==> config.mk <==
export PLATFORM = sky130hd
export DESIGN_NAME = kde_entry
export DESIGN_NICKNAME = d
export VERILOG_FILES = /design/src/inc/kde_pkg.sv /design/src/rtl/kde_entry.sv
export SDC_FILE = /design/constraint.sdc
export NUM_CORES = 1
export LEC_CHECK = 0
export BUFFER_PORTS_ARGS = -buffer_cell sky130_fd_sc_hd__buf_4
export CAP_MARGIN = 10
export CORE_UTILIZATION = 45
export CTS_BUF_LIST = sky130_fd_sc_hd__clkbuf_8
export DETAILED_ROUTE_END_ITERATION = 10
export PLACE_DENSITY = 0.73
export SYNTH_ARGS = -nofsm -noshare
export SYNTH_HDL_FRONTEND = slang
export SYNTH_SLANG_ARGS = --single-unit
==> constraint.sdc <==
create_clock -name clk_i -period 4 [get_ports clk_i]
set_input_delay 0.8 -clock clk_i [delete_from_list [all_inputs] [get_ports clk_i]]
set_output_delay 0.8 -clock clk_i [all_outputs]
set_load 0.02 [all_outputs]
==> src/inc/kde_pkg.sv <==
// Purpose: Shared constants and types for the keypad/display entry block.
// Assumes: 125 MHz system clock, AXI4-Lite register access, 32-bit data.
// Notes: Register byte offsets, field positions, reset values and timing counts.
package kde_pkg;

  // Register byte offsets
  localparam logic [11:0] KDE_OFF_CTRL = 12'h000;
  localparam logic [11:0] KDE_OFF_CMD = 12'h004;
  localparam logic [11:0] KDE_OFF_DATA = 12'h008;
  localparam logic [11:0] KDE_OFF_STAT = 12'h00C;

  // Control register fields
  localparam int KDE_CTRL_MODE_LSB = 0;
  localparam int KDE_CTRL_EIGHT = 2;
  localparam int KDE_CTRL_RIGHT = 3;
  localparam int KDE_CTRL_SPERR = 4;
  localparam logic [1:0] KDE_MODE_KEY = 2'h0;
  localparam logic [1:0] KDE_MODE_SENSOR = 2'h1;
  localparam logic [1:0] KDE_MODE_STROBE = 2'h2;

  // Command register fields
  localparam int KDE_CMD_AI = 4;
  localparam int KDE_CMD_LD_DISP = 5;
  localparam int KDE_CMD_LD_SENS = 6;
  localparam int KDE_CMD_END_IRQ = 7;
  localparam int KDE_CMD_FIFO_CLR = 8;
  localparam int KDE_CMD_DISP_CLR = 9;

  // Status word fields
  localparam int KDE_ST_UNDER = 4;
  localparam int KDE_ST_OVER = 5;
  localparam int KDE_ST_SE = 6;
  localparam int KDE_ST_DU = 7;

  // Sizes and reset values
  localparam logic [3:0] KDE_FIFO_DEPTH = 4'h8;
  localparam logic [7:0] KDE_BLANK_CODE = 8'h00;
  localparam logic [1:0] KDE_RESP_OKAY = 2'h0;
  localparam logic [1:0] KDE_RESP_SLVERR = 2'h2;

  // Timing: internal scan clock and display clear time
  localparam int KDE_CLK_HZ = 125000000;
  localparam int KDE_CLK_PERIOD_NS = 8;
  localparam int KDE_INT_CLK_HZ = 100000;
  localparam int KDE_DIV_CYC = KDE_CLK_HZ / KDE_INT_CLK_HZ;
  localparam int KDE_TICK_US = 1000000 / KDE_INT_CLK_HZ;
  localparam int KDE_SCAN16_TIME_US = 10300;
  localparam int KDE_SCAN16_TICKS = KDE_SCAN16_TIME_US / KDE_TICK_US;
  localparam int KDE_DIGIT_TICKS = KDE_SCAN16_TICKS / 16;
  localparam int KDE_CLEAR_TIME_NS = 160000;
  localparam int KDE_CLEAR_CYC =
    (KDE_CLEAR_TIME_NS + KDE_CLK_PERIOD_NS - 1) / KDE_CLK_PERIOD_NS;

  // Display clear sequencer states
  typedef enum logic [1:0] {
    KDE_CLR_IDLE = 2'b01,
    KDE_CLR_BUSY = 2'b10
  } kde_clr_t;

  // Whole block state
  typedef struct packed {
    logic [1:0] mode;
    logic eight;
    logic right;
    logic sperr;
    logic [3:0] disp_ptr;
    logic ai;
    logic [2:0] sens_ptr;
    logic rd_disp;
    logic [15:0][7:0] disp_ram;
    logic [3:0] rot;
    logic [7:0][7:0] sens_ram;
    logic sens_chg;
    logic sens_irq;
    logic [7:0][7:0] fifo_mem;
    logic [2:0] wp;
    logic [2:0] rp;
    logic [3:0] cnt;
    logic ovr;
    logic und;
    logic se_err;
    kde_clr_t clr_st;
    logic [14:0] clr_cnt;
    logic strb_q;
    logic [10:0] div;
    logic [5:0] dtick;
    logic [3:0] digit;
    logic [7:0] seg;
    logic bvalid;
    logic [1:0] bresp;
    logic rvalid;
    logic [1:0] rresp;
    logic [31:0] rdata;
  } kde_state_t;

endpackage

==> src/rtl/kde_entry.sv <==
// Purpose: Key/sensor/strobe data entry, display RAM entry and FIFO status.
// Assumes: Debounce and key scan timing sit outside; their events arrive as pulses, the strobe as a level whose rise is taken.
// Notes: All state sits in one struct; registers via AXI4-Lite slave.
`timescale 1ns/10ps
module kde_entry
  import kde_pkg::*;
#(
  parameter int CLEAR_CYC = KDE_CLEAR_CYC
) (
  input wire logic clk_i,
  input wire logic rst_b_i,
  // AXI4-Lite slave
  input wire logic [11:0] s_axi_awaddr_i,
  input wire logic s_axi_awvalid_i,
  output logic s_axi_awready_o,
  input wire logic [31:0] s_axi_wdata_i,
  input wire logic [3:0] s_axi_wstrb_i,
  input wire logic s_axi_wvalid_i,
  output logic s_axi_wready_o,
  output logic [1:0] s_axi_bresp_o,
  output logic s_axi_bvalid_o,
  input wire logic s_axi_bready_i,
  input wire logic [11:0] s_axi_araddr_i,
  input wire logic s_axi_arvalid_i,
  output logic s_axi_arready_o,
  output logic [31:0] s_axi_rdata_o,
  output logic [1:0] s_axi_rresp_o,
  output logic s_axi_rvalid_o,
  input wire logic s_axi_rready_i,
  // Matrix side
  input wire logic [3:0] scan_lines_i,
  input wire logic [7:0] return_lines_i,
  input wire logic [2:0] key_col_i,
  input wire logic ctrl_key_line_i,
  input wire logic case_key_line_i,
  input wire logic strobe_capture_line_i,
  input wire logic key_valid_i,
  input wire logic multi_closure_i,
  input wire logic sensor_sample_i,
  input wire logic sensor_scan_end_i,
  // Display and interrupt side
  output logic [3:0] disp_digit_o,
  output logic [7:0] disp_seg_o,
  output logic irq_o
);

  kde_state_t s_reg; // Registered state
  kde_state_t s_next; // Next state
  logic wr_go; // Write address and data both taken
  logic rd_go; // Read address taken

  // Write channels taken together, only while no response is pending
  assign wr_go = s_axi_awvalid_i & s_axi_wvalid_i & ~s_reg.bvalid;
  assign rd_go = s_axi_arvalid_i & ~s_reg.rvalid;
  assign s_axi_awready_o = wr_go;
  assign s_axi_wready_o = wr_go;
  assign s_axi_arready_o = ~s_reg.rvalid;
  assign s_axi_bvalid_o = s_reg.bvalid;
  assign s_axi_bresp_o = s_reg.bresp;
  assign s_axi_rvalid_o = s_reg.rvalid;
  assign s_axi_rresp_o = s_reg.rresp;
  assign s_axi_rdata_o = s_reg.rdata;
  assign disp_digit_o = s_reg.digit;
  assign disp_seg_o = s_reg.seg;

  // Interrupt: FIFO occupancy or error in key modes, change latch in sensor mode
  assign irq_o = (s_reg.mode == KDE_MODE_SENSOR) ? s_reg.sens_irq :
                 ((s_reg.cnt != 4'h0) | s_reg.se_err);

  // Pointer step within the active display width
  function automatic logic [3:0] kde_step(input logic [3:0] p, input logic eight);
    kde_step = eight ? {1'b0, p[2:0] + 3'h1} : p + 4'h1;
  endfunction

  // All next-state logic
  always_comb begin
    logic push;
    logic pop;
    logic [7:0] push_data;
    logic [3:0] pos;
    logic [11:0] wa;
    logic [11:0] ra;
    logic [7:0] stat;
    logic closure;
    push = 1'b0;
    pop = 1'b0;
    push_data = 8'h00;
    pos = 4'h0;
    wa = s_axi_awaddr_i;
    ra = s_axi_araddr_i;
    stat = 8'h00;
    closure = |s_reg.sens_ram;
    s_next = s_reg;
    s_next.strb_q = strobe_capture_line_i;

    // Response handshakes retire
    if (s_reg.bvalid && s_axi_bready_i) begin
      s_next.bvalid = 1'b0;
    end
    if (s_reg.rvalid && s_axi_rready_i) begin
      s_next.rvalid = 1'b0;
    end

    // Clear sequencer: display held unavailable for the full clear time
    case (s_reg.clr_st)
      KDE_CLR_IDLE: begin
        s_next.clr_cnt = 15'h0000;
      end
      KDE_CLR_BUSY: begin
        if (s_reg.clr_cnt == 15'(CLEAR_CYC - 1)) begin
          s_next.clr_st = KDE_CLR_IDLE;
        end else begin
          s_next.clr_cnt = s_reg.clr_cnt + 15'h0001;
        end
      end
      default: begin
        s_next.clr_st = KDE_CLR_IDLE;
      end
    endcase

    // Register writes
    if (wr_go) begin
      s_next.bvalid = 1'b1;
      s_next.bresp = KDE_RESP_OKAY;
      if (wa == KDE_OFF_CTRL) begin
        if (s_axi_wstrb_i[0]) begin
          s_next.mode = s_axi_wdata_i[KDE_CTRL_MODE_LSB +: 2];
          s_next.eight = s_axi_wdata_i[KDE_CTRL_EIGHT];
          s_next.right = s_axi_wdata_i[KDE_CTRL_RIGHT];
          s_next.sperr = s_axi_wdata_i[KDE_CTRL_SPERR];
        end
      end else if (wa == KDE_OFF_CMD) begin
        if (s_axi_wstrb_i[0]) begin
          // Display pointer load also selects display as read source
          if (s_axi_wdata_i[KDE_CMD_LD_DISP]) begin
            s_next.disp_ptr = s_axi_wdata_i[3:0];
            s_next.ai = s_axi_wdata_i[KDE_CMD_AI];
            s_next.rd_disp = 1'b1;
          end
          if (s_axi_wdata_i[KDE_CMD_LD_SENS]) begin
            s_next.sens_ptr = s_axi_wdata_i[2:0];
            s_next.ai = s_axi_wdata_i[KDE_CMD_AI];
            s_next.rd_disp = 1'b0;
          end
          if (s_axi_wdata_i[KDE_CMD_END_IRQ]) begin
            s_next.sens_irq = 1'b0;
          end
        end
        if (s_axi_wstrb_i[1]) begin
          if (s_axi_wdata_i[KDE_CMD_FIFO_CLR]) begin
            s_next.cnt = 4'h0;
            s_next.wp = 3'h0;
            s_next.rp = 3'h0;
            s_next.ovr = 1'b0;
            s_next.und = 1'b0;
            s_next.se_err = 1'b0;
            s_next.sens_irq = 1'b0;
            s_next.sens_ptr = 3'h0;
          end
          if (s_axi_wdata_i[KDE_CMD_DISP_CLR]) begin
            s_next.disp_ram = {16{KDE_BLANK_CODE}};
            s_next.rot = 4'h0;
            s_next.clr_st = KDE_CLR_BUSY;
            s_next.clr_cnt = 15'h0000;
          end
        end
      end else if (wa == KDE_OFF_DATA) begin
        if (s_axi_wstrb_i[0] && s_reg.clr_st == KDE_CLR_IDLE) begin
          s_next.disp_ram[s_reg.disp_ptr] = s_axi_wdata_i[7:0];
          if (s_reg.ai) begin
            s_next.disp_ptr = kde_step(s_reg.disp_ptr, s_reg.eight);
          end
          if (s_reg.right) begin
            s_next.rot = kde_step(s_reg.rot, s_reg.eight);
          end
        end
      end else if (wa != KDE_OFF_STAT) begin
        // Unmapped address
        s_next.bresp = KDE_RESP_SLVERR;
      end
    end

    // Register reads
    if (rd_go) begin
      s_next.rvalid = 1'b1;
      s_next.rresp = KDE_RESP_OKAY;
      s_next.rdata = 32'h0000_0000;
      if (ra == KDE_OFF_CTRL) begin
        s_next.rdata[4:0] = {s_reg.sperr, s_reg.right, s_reg.eight, s_reg.mode};
      end else if (ra == KDE_OFF_CMD) begin
        s_next.rdata[9:0] = {s_reg.rd_disp, s_reg.ai, s_reg.sens_ptr, 1'b0,
                             s_reg.disp_ptr};
      end else if (ra == KDE_OFF_DATA) begin
        if (s_reg.rd_disp) begin
          // Display RAM read shares the write pointer
          s_next.rdata[7:0] = s_reg.disp_ram[s_next.disp_ptr];
          if (s_reg.ai) begin
            s_next.disp_ptr = kde_step(s_next.disp_ptr, s_reg.eight);
          end
        end else if (s_reg.mode == KDE_MODE_SENSOR) begin
          s_next.rdata[7:0] = s_reg.sens_ram[s_reg.sens_ptr];
          if (s_reg.ai) begin
            s_next.sens_ptr = s_reg.sens_ptr + 3'h1;
          end else begin
            s_next.sens_irq = 1'b0;
          end
        end else if (s_reg.cnt == 4'h0) begin
          s_next.und = 1'b1;
        end else begin
          s_next.rdata[7:0] = s_reg.fifo_mem[s_reg.rp];
          pop = 1'b1;
        end
      end else if (ra == KDE_OFF_STAT) begin
        stat[3:0] = s_reg.cnt;
        stat[KDE_ST_UNDER] = s_reg.und;
        stat[KDE_ST_OVER] = s_reg.ovr;
        if (s_reg.sperr) begin
          stat[KDE_ST_SE] = s_reg.se_err;
        end else if (s_reg.mode == KDE_MODE_SENSOR) begin
          stat[KDE_ST_SE] = closure;
        end
        stat[KDE_ST_DU] = (s_reg.clr_st == KDE_CLR_BUSY);
        s_next.rdata[7:0] = stat;
      end else begin
        s_next.rresp = KDE_RESP_SLVERR;
      end
    end

    // Entry sources; events after a same-cycle clear still take effect
    case (s_reg.mode)
      KDE_MODE_KEY: begin
        if (s_reg.sperr && multi_closure_i) begin
          s_next.se_err = 1'b1;
        end
        if (key_valid_i) begin
          push = 1'b1;
          push_data = {ctrl_key_line_i, case_key_line_i, scan_lines_i[2:0], key_col_i};
        end
      end
      KDE_MODE_SENSOR: begin
        if (sensor_sample_i && !s_next.sens_irq) begin
          s_next.sens_ram[scan_lines_i[2:0]] = return_lines_i;
          if (s_reg.sens_ram[scan_lines_i[2:0]] != return_lines_i) begin
            s_next.sens_chg = 1'b1;
          end
        end
        if (sensor_scan_end_i && s_reg.sens_chg) begin
          s_next.sens_irq = 1'b1;
          s_next.sens_chg = 1'b0;
        end
      end
      KDE_MODE_STROBE: begin
        if (strobe_capture_line_i && !s_reg.strb_q) begin
          push = 1'b1;
          push_data = return_lines_i;
        end
      end
      default: begin
        push = 1'b0;
      end
    endcase

    // FIFO update; error flag blocks further entries
    if (push && s_next.se_err) begin
      push = 1'b0;
    end
    if (push && s_next.cnt == KDE_FIFO_DEPTH) begin
      push = 1'b0;
      s_next.ovr = 1'b1;
    end
    if (push) begin
      s_next.fifo_mem[s_next.wp] = push_data;
      s_next.wp = s_next.wp + 3'h1;
    end
    if (pop) begin
      s_next.rp = s_reg.rp + 3'h1;
    end
    s_next.cnt = s_next.cnt + {3'h0, push} - {3'h0, pop};

    // Internal 100 kHz tick and digit scan
    if (s_reg.div == 11'(KDE_DIV_CYC - 1)) begin
      s_next.div = 11'h000;
      if (s_reg.dtick == 6'(KDE_DIGIT_TICKS - 1)) begin
        s_next.dtick = 6'h00;
        s_next.digit = kde_step(s_reg.digit, s_reg.eight);
      end else begin
        s_next.dtick = s_reg.dtick + 6'h01;
      end
    end else begin
      s_next.div = s_reg.div + 11'h001;
    end

    // Left entry direct mapping; right entry rotated by write count
    pos = s_reg.right ? (s_reg.digit + s_reg.rot) : s_reg.digit;
    if (s_reg.eight) begin
      pos[3] = 1'b0;
    end
    s_next.seg = s_reg.disp_ram[pos];
  end

  // State register
  always_ff @(posedge clk_i or negedge rst_b_i) begin
    if (!rst_b_i) begin
      s_reg <= '0;
      s_reg.clr_st <= KDE_CLR_IDLE;
    end else begin
      s_reg <= s_next;
    end
  end

endmodule

=== After elaboration in Yosys (flattened, before gate mapping) ===
Cells that the tools add are included.

* Equality and inequality tests: 19
* $add $sub $neg: 17
* Muxes and demuxes: 138
* Reductions and logical operators: 45
* $lt $le $gt $ge: 10
* Bitwise logic cells: 7

{| class="wikitable"
|+ Operators with widths
! kind !! count
|-
| 132-bit two-way mux || 5
|-
| 141-bit two-way mux || 2
|-
| 128-bit bitwise mux || 1
|-
| 64-bit bitwise mux || 2
|-
| 8-bit two-way mux || 16
|-
| 30-bit two-way mux || 4
|-
| 8-bit binary-select mux with 3-bit select || 3
|-
| 8-bit binary-select mux with 4-bit select || 2
|-
| 4-bit two-way mux || 16
|-
| 64-bit OR reduction || 1
|-
| 8-bit demux with 3-bit select || 2
|-
| 1-bit two-way mux || 45
|-
| 12-bit by 4-bit == test with 1-bit output (second input constant) || 3
|-
| 3-bit two-way mux || 12
|-
| 35-bit two-way mux || 1
|-
| 8-bit demux with 4-bit select || 1
|-
| 2-bit nonzero test || 16
|-
| 15-bit one-hot mux with 2 select lines || 1
|-
| 5-bit two-way mux || 5
|-
| 12-bit by 3-bit == test with 1-bit output (second input constant) || 2
|-
| 12-bit zero test || 2
|-
| 2-bit two-way mux || 11
|-
| 3-bit by 1-bit adder with 3-bit output (second input constant) || 7
|-
| 17-bit two-way mux || 1
|-
| 42 further kinds || 75
|}

* Output and inout port bits: 54
* Register bits: 352
* Word-level logic and storage cells: 297
* Input bits: 89

=== Logic depth before layout (Yosys ltp) ===
Gate-level depths: netlist of run 1.

* Depth in word-level cells: 19
* Mapped depth: 15
* Depth with buffers taken out: 14

=== Worst setup path before layout of run 1 ===
OpenSTA, ideal clock, no wires.

* Kind: input port to flip-flop
* Start: in s_axi_araddr_i[7]
* End: reg s_reg[90] (netlist name)
* Arrival time: 3543 ps
* Buffers on the path: 1
* Path slack: 334 ps
* Stages on the path: 12
* Cells stage by stage: or4_4 > nor4_4 > clkbuf_1 > and2_1 > nand2_1 > nor3_1 > ha_1 > inv_1 > ha_1 > inv_1 > fa_1 > xnor2_1

{| class="wikitable"
|+ RTL lines
! element !! RTL line !! RTL
|-
| start, declared || kde_entry.sv:23 || <nowiki>input wire logic [11:0] s_axi_araddr_i,</nowiki>
|-
| end signal, assigned || kde_entry.sv:307 || <nowiki>s_reg <= s_next;</nowiki>
|-
| end, declared || kde_entry.sv:47 || <nowiki>kde_state_t s_reg;</nowiki>
|}

=== Worst setup path in the final report of run 1 ===
* Start: reg s_reg[83] (netlist name)
* End: reg s_reg, in the netlist s_axi_rdata_o[3]

* Longest elaborated chain between the ends: 13

{| class="wikitable"
|+ Ends and longest elaborated chain
! element !! RTL line !! RTL
|-
| 2-bit by 1-bit == test with 1-bit output || kde_entry.sv:168 || <nowiki>if (s_axi_wstrb_i[0] && s_reg.clr_st == KDE_CLR_IDLE) begin</nowiki>
|-
| 1-bit logical AND || kde_entry.sv:168 ||
|-
| 4-bit two-way mux || kde_entry.sv:168 ||
|-
| 4-bit two-way mux || kde_entry.sv:167 || <nowiki>end else if (wa == KDE_OFF_DATA) begin</nowiki>
|-
| 4-bit two-way mux || kde_entry.sv:132 || <nowiki>end else if (wa == KDE_OFF_CMD) begin</nowiki>
|-
| 141-bit two-way mux || kde_entry.sv:125 || <nowiki>if (wa == KDE_OFF_CTRL) begin</nowiki>
|-
| 141-bit two-way mux || kde_entry.sv:122 || <nowiki>if (wr_go) begin</nowiki>
|-
| 8-bit binary-select mux with 4-bit select || kde_entry.sv:196 || <nowiki>s_next.rdata[7:0] = s_reg.disp_ram[s_next.disp_ptr];</nowiki>
|-
| 8-bit two-way mux (not written as such) || kde_entry.sv:196 ||
|-
| 8-bit two-way mux || kde_entry.sv:194 || <nowiki>if (s_reg.rd_disp) begin</nowiki>
|-
| 8-bit two-way mux || kde_entry.sv:193 || <nowiki>end else if (ra == KDE_OFF_DATA) begin</nowiki>
|-
| 8-bit two-way mux || kde_entry.sv:190 || <nowiki>end else if (ra == KDE_OFF_CMD) begin</nowiki>
|-
| 5-bit two-way mux || kde_entry.sv:188 || <nowiki>if (ra == KDE_OFF_CTRL) begin</nowiki>
|}

Every way passes these cells. The select of a mux whose other input is x is not followed.
A chain may end at the register's enable or synchronous reset.

==> summary.log, run 1 <==
INFO  yosys          synthDominantCellAreaShare=45.8%
INFO  cts            cts-root-buf=sky130_fd_sc_hd__clkbuf_8
INFO  power          power.density_cell_area=394nW/um^2
INFO  yosys          yosys_warnings=0
INFO  route          remaining_drc_errors=0
INFO  critical_path  worst_setup_path_start_kind=register
INFO  floorplan      core_region_area=41900um^2
INFO  critical_path  worstSetupPathType=reg -> reg
INFO  floorplan      start_util=45.5%
INFO  cts            clkSinkCount=350
INFO  placed_design  post-place-ws=0.180ns
INFO  final_layout   fillers=3690
INFO  power          power_frac_clock=37.7%
INFO  global_route   grt_overflow_total=0
INFO  floorplan      ios=143
INFO  cts            tritoncts=yes
INFO  route          postRouteAntennaNets=0
INFO  critical_path  most_used_cell_cp=sky130_fd_sc_hd__mux2i_1
INFO  yosys          synth-edff-count=0
INFO  yosys          synthesis.instances=1732
INFO  placed_design  place.port_buffers=93
INFO  cts            clk-insertion-delay-late=0.66ns
INFO  yosys          synth.avg_cell_area=11.0um^2
INFO  floorplan      rows=75
INFO  global_route   globalRouteMet2Util=40.1%
INFO  hold_path      hold_path_class=in -> async
INFO  floorplan      floorplan.die_area=43200um^2
INFO  global_route   grt.busiest_layer=met2
INFO  job            drv_cap=0
INFO  yosys          postSynth.topFlopCell=sky130_fd_sc_hd__dfrtp_1
INFO  sta            final_max_slew_viol_count=0
INFO  route          route.detailed.wl_per_inst=22.0um
INFO  sta            finalHoldViolations=0
INFO  power          peakVddDrop=369uV
INFO  critical_path  cp_max_fo=26
INFO  cts            ctsHtreeMaxLevel=2
INFO  final_layout   diode_count=0
INFO  yosys          yosysSeqAreaShare=46.0%
INFO  sta            crit_path_setup_slack_layout=0.725ns
INFO  yosys          synth.distinct_cells=91
INFO  sta            final_min_period_over_clock_period=81.9%
INFO  sta            fmax=0.305GHz
INFO  cts            cts_resized=0
INFO  power          power.share.switching=26.8%
INFO  sta            max-slew-margin-rel=27.6%
INFO  final_layout   largest_register_ff_count=324
INFO  sta            worst_clk_skew=0.0386ns
INFO  cts            clkTransAtPathRegs=0.06ns
INFO  cts            clk_path_buf_depth=3
INFO  critical_path  worst_path_largest_cell_delay=0.55ns
INFO  yosys          syn-cell-area=19100um^2
INFO  route          drt_first_iter_violations=1426
INFO  route          average_vias_per_placed_instance=5.99
INFO  cts            total_cts_buffers=60
INFO  critical_path  crit_family=compound AO/OA/AOI/OAI gates
INFO  route          vias=14500
INFO  critical_path  reg2reg_to=s_axi_rdata_o[3]
INFO  global_route   grt_first_pass_wirelength=82.7mm
INFO  critical_path  cp_cell_sequence=ha_1 > and3_1 > nand2_1 > o32a_1 > and2_2 > buf_12 > mux2i_1 > mux2i_1 > mux2i_1 > a311oi_1 > a211o_1
INFO  critical_path  path_buf_inv=1
INFO  sta            finalSetupViolCount=0
INFO  critical_path  crit-reg2reg-launch=s_reg[83]
INFO  route          routed_wl=53.1mm
INFO  floorplan      die_x=208um
INFO  final_layout   areaGrowthSynthToFinish=13.1%
INFO  outcome        outcome=completed
INFO  critical_path  critical_path.slowest_cell=sky130_fd_sc_hd__dfstp_2
INFO  global_route   grt_usage=24.7%
INFO  global_route   use_met3=5.30%
INFO  placed_design  globalplace.congestion=0.970
INFO  final_layout   final_net_count=1950
INFO  cts            buffers_inserted_during_post_cts_setup_optimization=0
INFO  yosys          async_flop_share=100%
INFO  global_route   use_met1=31.9%
INFO  floorplan      die_y=208um
INFO  critical_path  rr_worst_depth=11
INFO  global_route   number_of_global_route_vias_before_repair=14400
INFO  sta            layout_min_cycle_time=3.28ns
INFO  final_layout   layout_commonest_cell=sky130_fd_sc_hd__dfrtp_1
INFO  cts            postCtsHoldBufs=0
INFO  final_layout   most-common-layout-cells=sky130_fd_sc_hd__dfrtp_1 (349), sky130_fd_sc_hd__nand2_1 (294), sky130_fd_sc_hd__o21ai_0 (156), sky130_fd_sc_hd__buf_4 (136), sky130_fd_sc_hd__mux2_2 (127)
INFO  critical_path  cp_data_arrival_time=3.82ns
INFO  final_layout   layout-drive-gt1-share=26.2%
INFO  yosys          synth_seq_cells=350
INFO  route          drtPass1Iterations=5
INFO  power          fraction_of_power_consumed_by_sequential_logic=48.2%
INFO  global_route   initial_antenna_violation_count=1
INFO  power          pwr-share-comb=14.1%
INFO  placed_design  place.detailed.hpwl=37.1mm
INFO  critical_path  timing.critical_path.required=4.54ns
INFO  sta            grt_setup_unrepaired=no
INFO  yosys          yosysTopAreaCell=sky130_fd_sc_hd__dfrtp_1
INFO  yosys          ys_top_cells_by_area=sky130_fd_sc_hd__dfrtp_1 (46%), sky130_fd_sc_hd__mux4_2 (9.5%), sky130_fd_sc_hd__mux2_2 (7.5%)
INFO  sta            worstMarginPinSlew=1.09ns
INFO  critical_path  end_kind=register
INFO  power          power.leakage=0.00983uW
INFO  global_route   grt_max_degree=90
INFO  sta            timing.setup.tns=0ns
INFO  power          power_switching=2280uW
INFO  power          internal-power=6210uW
INFO  critical_path  ff2ff_setup_slack=0.72ns
==> worst max path at each step <==
stage                                 start               end  cells past startpoint  slack [ns]
after floorplan           s_axi_araddr_i[7]         s_reg[90]                     12        0.33
after global placement    s_axi_araddr_i[7]        s_reg[178]                      9        0.22
after detailed placement  s_axi_araddr_i[7]        s_reg[179]                      9        0.18
after CTS                         s_reg[83]  s_axi_rdata_o[5]                     11        0.82
after global routing              s_reg[83]  s_axi_rdata_o[5]                     11        0.61
final                             s_reg[83]  s_axi_rdata_o[3]                     11        0.72
==> worst register-to-register path, cell delays in order (launching register included) <==
cell and delay [ns]:
sky130_fd_sc_hd__dfstp_2 0.55, sky130_fd_sc_hd__ha_1 0.20, sky130_fd_sc_hd__and3_1 0.26, sky130_fd_sc_hd__nand2_1 0.17, sky130_fd_sc_hd__o32a_1 0.35, sky130_fd_sc_hd__and2_2 0.24, sky130_fd_sc_hd__buf_12 0.18, sky130_fd_sc_hd__mux2i_1 0.27
sky130_fd_sc_hd__mux2i_1 0.11, sky130_fd_sc_hd__mux2i_1 0.39, sky130_fd_sc_hd__a311oi_1 0.18, sky130_fd_sc_hd__a211o_1 0.25
==> power groups by stage <==
| stage | combinational (uW) | clock, uW | sequential (uW) |
|---|---|---|---|
| final | 1200 | 3200 | 4090 |
| after global routing | 1300 | 3420 | 4130 |
| after CTS | 1210 | 3270 | 4090 |
| after detailed placement | 1200 | 0 | 4150 |
| after global placement | 1150 | 0 | 4110 |
| after floorplan | 881 | 0 | 4070 |
==> metrics by stage <==
| step | instance area [um^2] | instances | hold slack, ns | power, uW | utilization [%] |
|---|---|---|---|---|---|
| global route | 21600 | 2417 | 0.208 | 8850 | 51.5 |
| CTS | 21600 | 2417 | 0.169 | 8560 | 51.5 |
| finish | 21600 | 2417 | 0.167 | 8490 | 51.5 |
| floorplan | 19100 | 1755 | 0.440 | 4950 | - |
| global placement | 20400 | 2312 | 0.473 | 5260 | 48.7 |
| detailed placement | 20400 | 2312 | 0.483 | 5350 | 48.7 |
==> synthesized netlist by cell type, types with 18 or more instances <==
cell type / instances
sky130_fd_sc_hd__mux2i_1: 93
sky130_fd_sc_hd__buf_1: 18
sky130_fd_sc_hd__inv_1: 30
sky130_fd_sc_hd__nand2_1: 294
sky130_fd_sc_hd__ha_1: 24
sky130_fd_sc_hd__clkbuf_1: 42
sky130_fd_sc_hd__dfrtp_1: 349
sky130_fd_sc_hd__buf_4: 51
sky130_fd_sc_hd__mux2_2: 127
sky130_fd_sc_hd__nor4_1: 22
sky130_fd_sc_hd__a21oi_1: 39
sky130_fd_sc_hd__xor2_1: 18
sky130_fd_sc_hd__xnor2_1: 27
sky130_fd_sc_hd__nor2_1: 70
sky130_fd_sc_hd__mux4_2: 80
sky130_fd_sc_hd__o21ai_0: 156
sky130_fd_sc_hd__nand3_1: 50
==> final cells by class <==
cell class	count	area [um^2]	share of cell area, %
Timing Repair Buffer	147	1240	5.73
Clock buffer	73	1000	4.66
Clock inverter	32	179	0.830
Tap cell	539	674	3.13
Multi-Input combinational cell	1245	9590	44.5
Inverter	31	116	0.540
Sequential cell	350	8760	40.6
==> kinds of logic after synthesis <==
logic type / synth area share, %
AOI/OAI and AO/OA: 9.29
and+or+nand+nor: 14.0
muxes: 22.5
DFF: 46.0
other: 0.0197
xor gates and xnor gates: 2.07
adders and majority gates: 1.79
buffers and inverters: 4.34
==> per-layer routing <==
layer	vias to the layer above	wire length, um
li1	6414	-
met1	7215	20600
met2	692	25900
met3	144	4300
met4	2	2280
met5	-	17
Note: power is estimated with default switching activity, not from simulation.
==> run 2: changes to the inputs <==
Clock period 4 ns to 3.34 ns, I/O delays scaled along.
==> run 2 against run 1 <==
  * Register-to-register slack worse by 0.52 ns
  * Wire length up 2.1%
  * Maximum frequency is 4.4% higher
  * Critical path depth grew 1
  * Hold slack lost 0.12 ns
  * Total power increased by 23%
  * Global-route usage grew 0.68 points
  * Final cell count up 3.3%
  * Sequential power increased by 20%
  * Setup slack lost 0.52 ns
  * Utilization grew 1.7 points
  * Combinational power rose by 28%
==> summary.log, run 2 (synthesized netlist as in run 1, its figures left out) <==
INFO  critical_path  path_buf_inv=2 [was 1]
INFO  critical_path  worstSetupPathType=reg -> reg [unchanged]
INFO  power          power.density_cell_area=470nW/um^2 [was 394 nW/um^2]
INFO  floorplan      rows=75 [unchanged]
INFO  critical_path  cp_cell_sequence=ha_1 > and3_1 > nand2_1 > o32a_1 > and2_2 > buf_12 > nand2_1 > nand3_1 > a32oi_1 > buf_4 > a31oi_1 > a211o_1 [was ha_1 > and3_1 > nand2_1 > o32a_1 > and2_2 > buf_12 > mux2i_1 > mux2i_1 > mux2i_1 > a311oi_1 > a211o_1]
INFO  power          peakVddDrop=423uV [was 369 uV]
INFO  route          vias=15000 [was 14500]
INFO  sta            worst_clk_skew=0.0396ns [was 0.0386 ns]
INFO  floorplan      floorplan.die_area=43200um^2 [unchanged]
INFO  global_route   grt_overflow_total=0 [unchanged]
INFO  critical_path  most_used_cell_cp=sky130_fd_sc_hd__nand2_1 [was sky130_fd_sc_hd__mux2i_1]
INFO  cts            tritoncts=yes [unchanged]
INFO  final_layout   layout_commonest_cell=sky130_fd_sc_hd__dfrtp_1 [unchanged]
INFO  sta            finalHoldViolations=0 [unchanged]
INFO  final_layout   largest_register_ff_count=324 [unchanged]
INFO  route          drtPass1Iterations=6 [was 5]
INFO  cts            postCtsHoldBufs=0 [unchanged]
INFO  floorplan      die_x=208um [unchanged]
INFO  cts            clk-insertion-delay-late=0.69ns [was 0.66 ns]
INFO  global_route   number_of_global_route_vias_before_repair=15100 [was 14400]
INFO  sta            final_max_slew_viol_count=0 [unchanged]
INFO  placed_design  post-place-ws=-0.216ns [was 0.180 ns]
INFO  sta            fmax=0.319GHz [was 0.305 GHz]
INFO  sta            layout_min_cycle_time=3.14ns [was 3.28 ns]
INFO  final_layout   fillers=3632 [was 3690]
INFO  critical_path  worst_path_largest_cell_delay=0.56ns [was 0.55 ns]
INFO  global_route   grt_usage=25.4% [was 24.7%]
INFO  cts            clkSinkCount=350 [unchanged]
INFO  route          remaining_drc_errors=0 [unchanged]
INFO  critical_path  worst_setup_path_start_kind=register [unchanged]
INFO  critical_path  end_kind=register [unchanged]
INFO  critical_path  cp_max_fo=33 [was 26]
INFO  hold_path      hold_path_class=in -> async [unchanged]
INFO  final_layout   post_layout_nonfiller_instances=2496 [was 2417]
INFO  route          postRouteAntennaNets=0 [unchanged]
INFO  floorplan      die_y=208um [unchanged]
INFO  floorplan      start_util=45.5% [unchanged]
INFO  sta            crit_path_setup_slack_layout=0.204ns [was 0.725 ns]
INFO  route          routed_wl=54.3mm [was 53.1 mm]
INFO  power          power.leakage=0.0102uW [was 0.00983 uW]
INFO  job            drv_cap=0 [unchanged]
INFO  placed_design  place_inst=2386 [was 2312]
INFO  global_route   grt_max_degree=100 [was 90]
INFO  route          drt_first_iter_violations=1442 [was 1426]
INFO  route          average_vias_per_placed_instance=6.02 [was 5.99]
INFO  sta            max-slew-margin-rel=26.4% [was 27.6%]
INFO  final_layout   layout-drive-gt1-share=29.1% [was 26.2%]
INFO  cts            clkTransAtPathRegs=0.07ns [was 0.06 ns]
INFO  floorplan      core_region_area=41900um^2 [unchanged]
INFO  critical_path  ff2ff_setup_slack=0.20ns [was 0.72 ns]
INFO  sta            grt_setup_unrepaired=no [unchanged]
INFO  critical_path  timing.critical_path.required=3.91ns [was 4.54 ns]
INFO  sta            worstMarginPinSlew=1.10ns [was 1.09 ns]
INFO  global_route   initial_antenna_violation_count=2 [was 1]
INFO  critical_path  critical_path.slowest_cell=sky130_fd_sc_hd__dfstp_2 [unchanged]
INFO  placed_design  globalplace.congestion=0.965 [was 0.970]
INFO  final_layout   final_net_count=2022 [was 1950]
INFO  placed_design  place.detailed.hpwl=38.5mm [was 37.1 mm]
INFO  sta            finalSetupViolCount=0 [unchanged]
INFO  final_layout   multiInputGateArea=9620um^2 [was 9590 um^2]
INFO  cts            cts_resized=0 [unchanged]
INFO  final_layout   areaGrowthSynthToFinish=16.7% [was 13.1%]
INFO  sta            final_min_period_over_clock_period=93.9% [was 81.9%]
INFO  outcome        outcome=completed [unchanged]
INFO  critical_path  crit_family=compound AO/OA/AOI/OAI gates [unchanged]
INFO  placed_design  place.port_buffers=93 [unchanged]
INFO  cts            buffers_inserted_during_post_cts_setup_optimization=0 [unchanged]
INFO  cts            ctsHtreeMaxLevel=2 [unchanged]
INFO  route          route.detailed.wl_per_inst=21.7um [was 22.0 um]
INFO  cts            total_cts_buffers=58 [was 60]
INFO  final_layout   most-common-layout-cells=sky130_fd_sc_hd__dfrtp_1 (349), sky130_fd_sc_hd__nand2_1 (294), sky130_fd_sc_hd__buf_4 (206), sky130_fd_sc_hd__o21ai_0 (156), sky130_fd_sc_hd__mux2_2 (127) [was sky130_fd_sc_hd__dfrtp_1 (349), sky130_fd_sc_hd__nand2_1 (294), sky130_fd_sc_hd__o21ai_0 (156), sky130_fd_sc_hd__buf_4 (136), sky130_fd_sc_hd__mux2_2 (127)]
INFO  cts            cts-root-buf=sky130_fd_sc_hd__clkbuf_8 [unchanged]
INFO  floorplan      ios=143 [unchanged]
INFO  final_layout   ff_latch_area=8760um^2 [unchanged]
INFO  cts            clk_path_buf_depth=3 [unchanged]
INFO  critical_path  cp_data_arrival_time=3.71ns [was 3.82 ns]
INFO  global_route   grt_first_pass_wirelength=85.5mm [was 82.7 mm]
-- run 2: cell types whose count changed in the layout (fill, tap and decap cells not counted), sizes merged, moves of 2 or more --
cell / delta
buf: +74
inv: +5
clkinv: -3
clkbuf: +2
clkinvlp: -2
diode: +2
-- run 2: final cells by class --
type	count	area share, %
multi-input cells	1245	43.2
flip-flops and latches	350	39.4
repair buffers	221	8.28
clock buffers	75	4.64
well taps	539	3.03
clock inverters	33	0.928
inverters	31	0.523
diodes	2	0.0225
-- run 2: where the power goes --
group / leakage, uW / switching (uW) / internal, uW
Sequential: 0.00475 / 235 / 4670
Clock: 0.000722 / 1830 / 2180
Combinational: 0.00476 / 731 / 810
Total: 0.0102 / 2790 / 7660
-- run 2: through the flow --
step                      hold slack [ns]  utilization [%]  setup TNS [ns]  power (uW)  area [um^2]
after floorplan                     0.372                -               0        5930        19200
after global placement              0.456             50.2           -1.41        6420        21000
after detailed placement            0.465             50.2           -3.19        6510        21000
after CTS                          0.0611             53.2               0       10500        22200
after global routing               0.0907             53.2               0       10900        22300
final                              0.0453             53.2               0       10500        22300
-- run 2: routing by layer --
metal	wire, um	track usage [%]
met3	4300	5.25
met4	2370	12.2
met1	21400	32.8
met5	0	0
met2	26200	41.0
-- run 2: worst paths after layout --
check / start / end / cells after the start
worst max-delay path: s_reg[83] / s_axi_rdata_o[7] / 12
worst min-delay path: rst_b_i / s_reg[326] / 1
worst max register to register: s_reg[83] / s_axi_rdata_o[7] / 12
worst min register to register: s_axi_rdata_o[9] / s_axi_rdata_o[9] / 2
max in group asynchronous: rst_b_i / s_reg[370] / 2
min in group clk_i: strobe_capture_line_i / s_reg[67] / 1
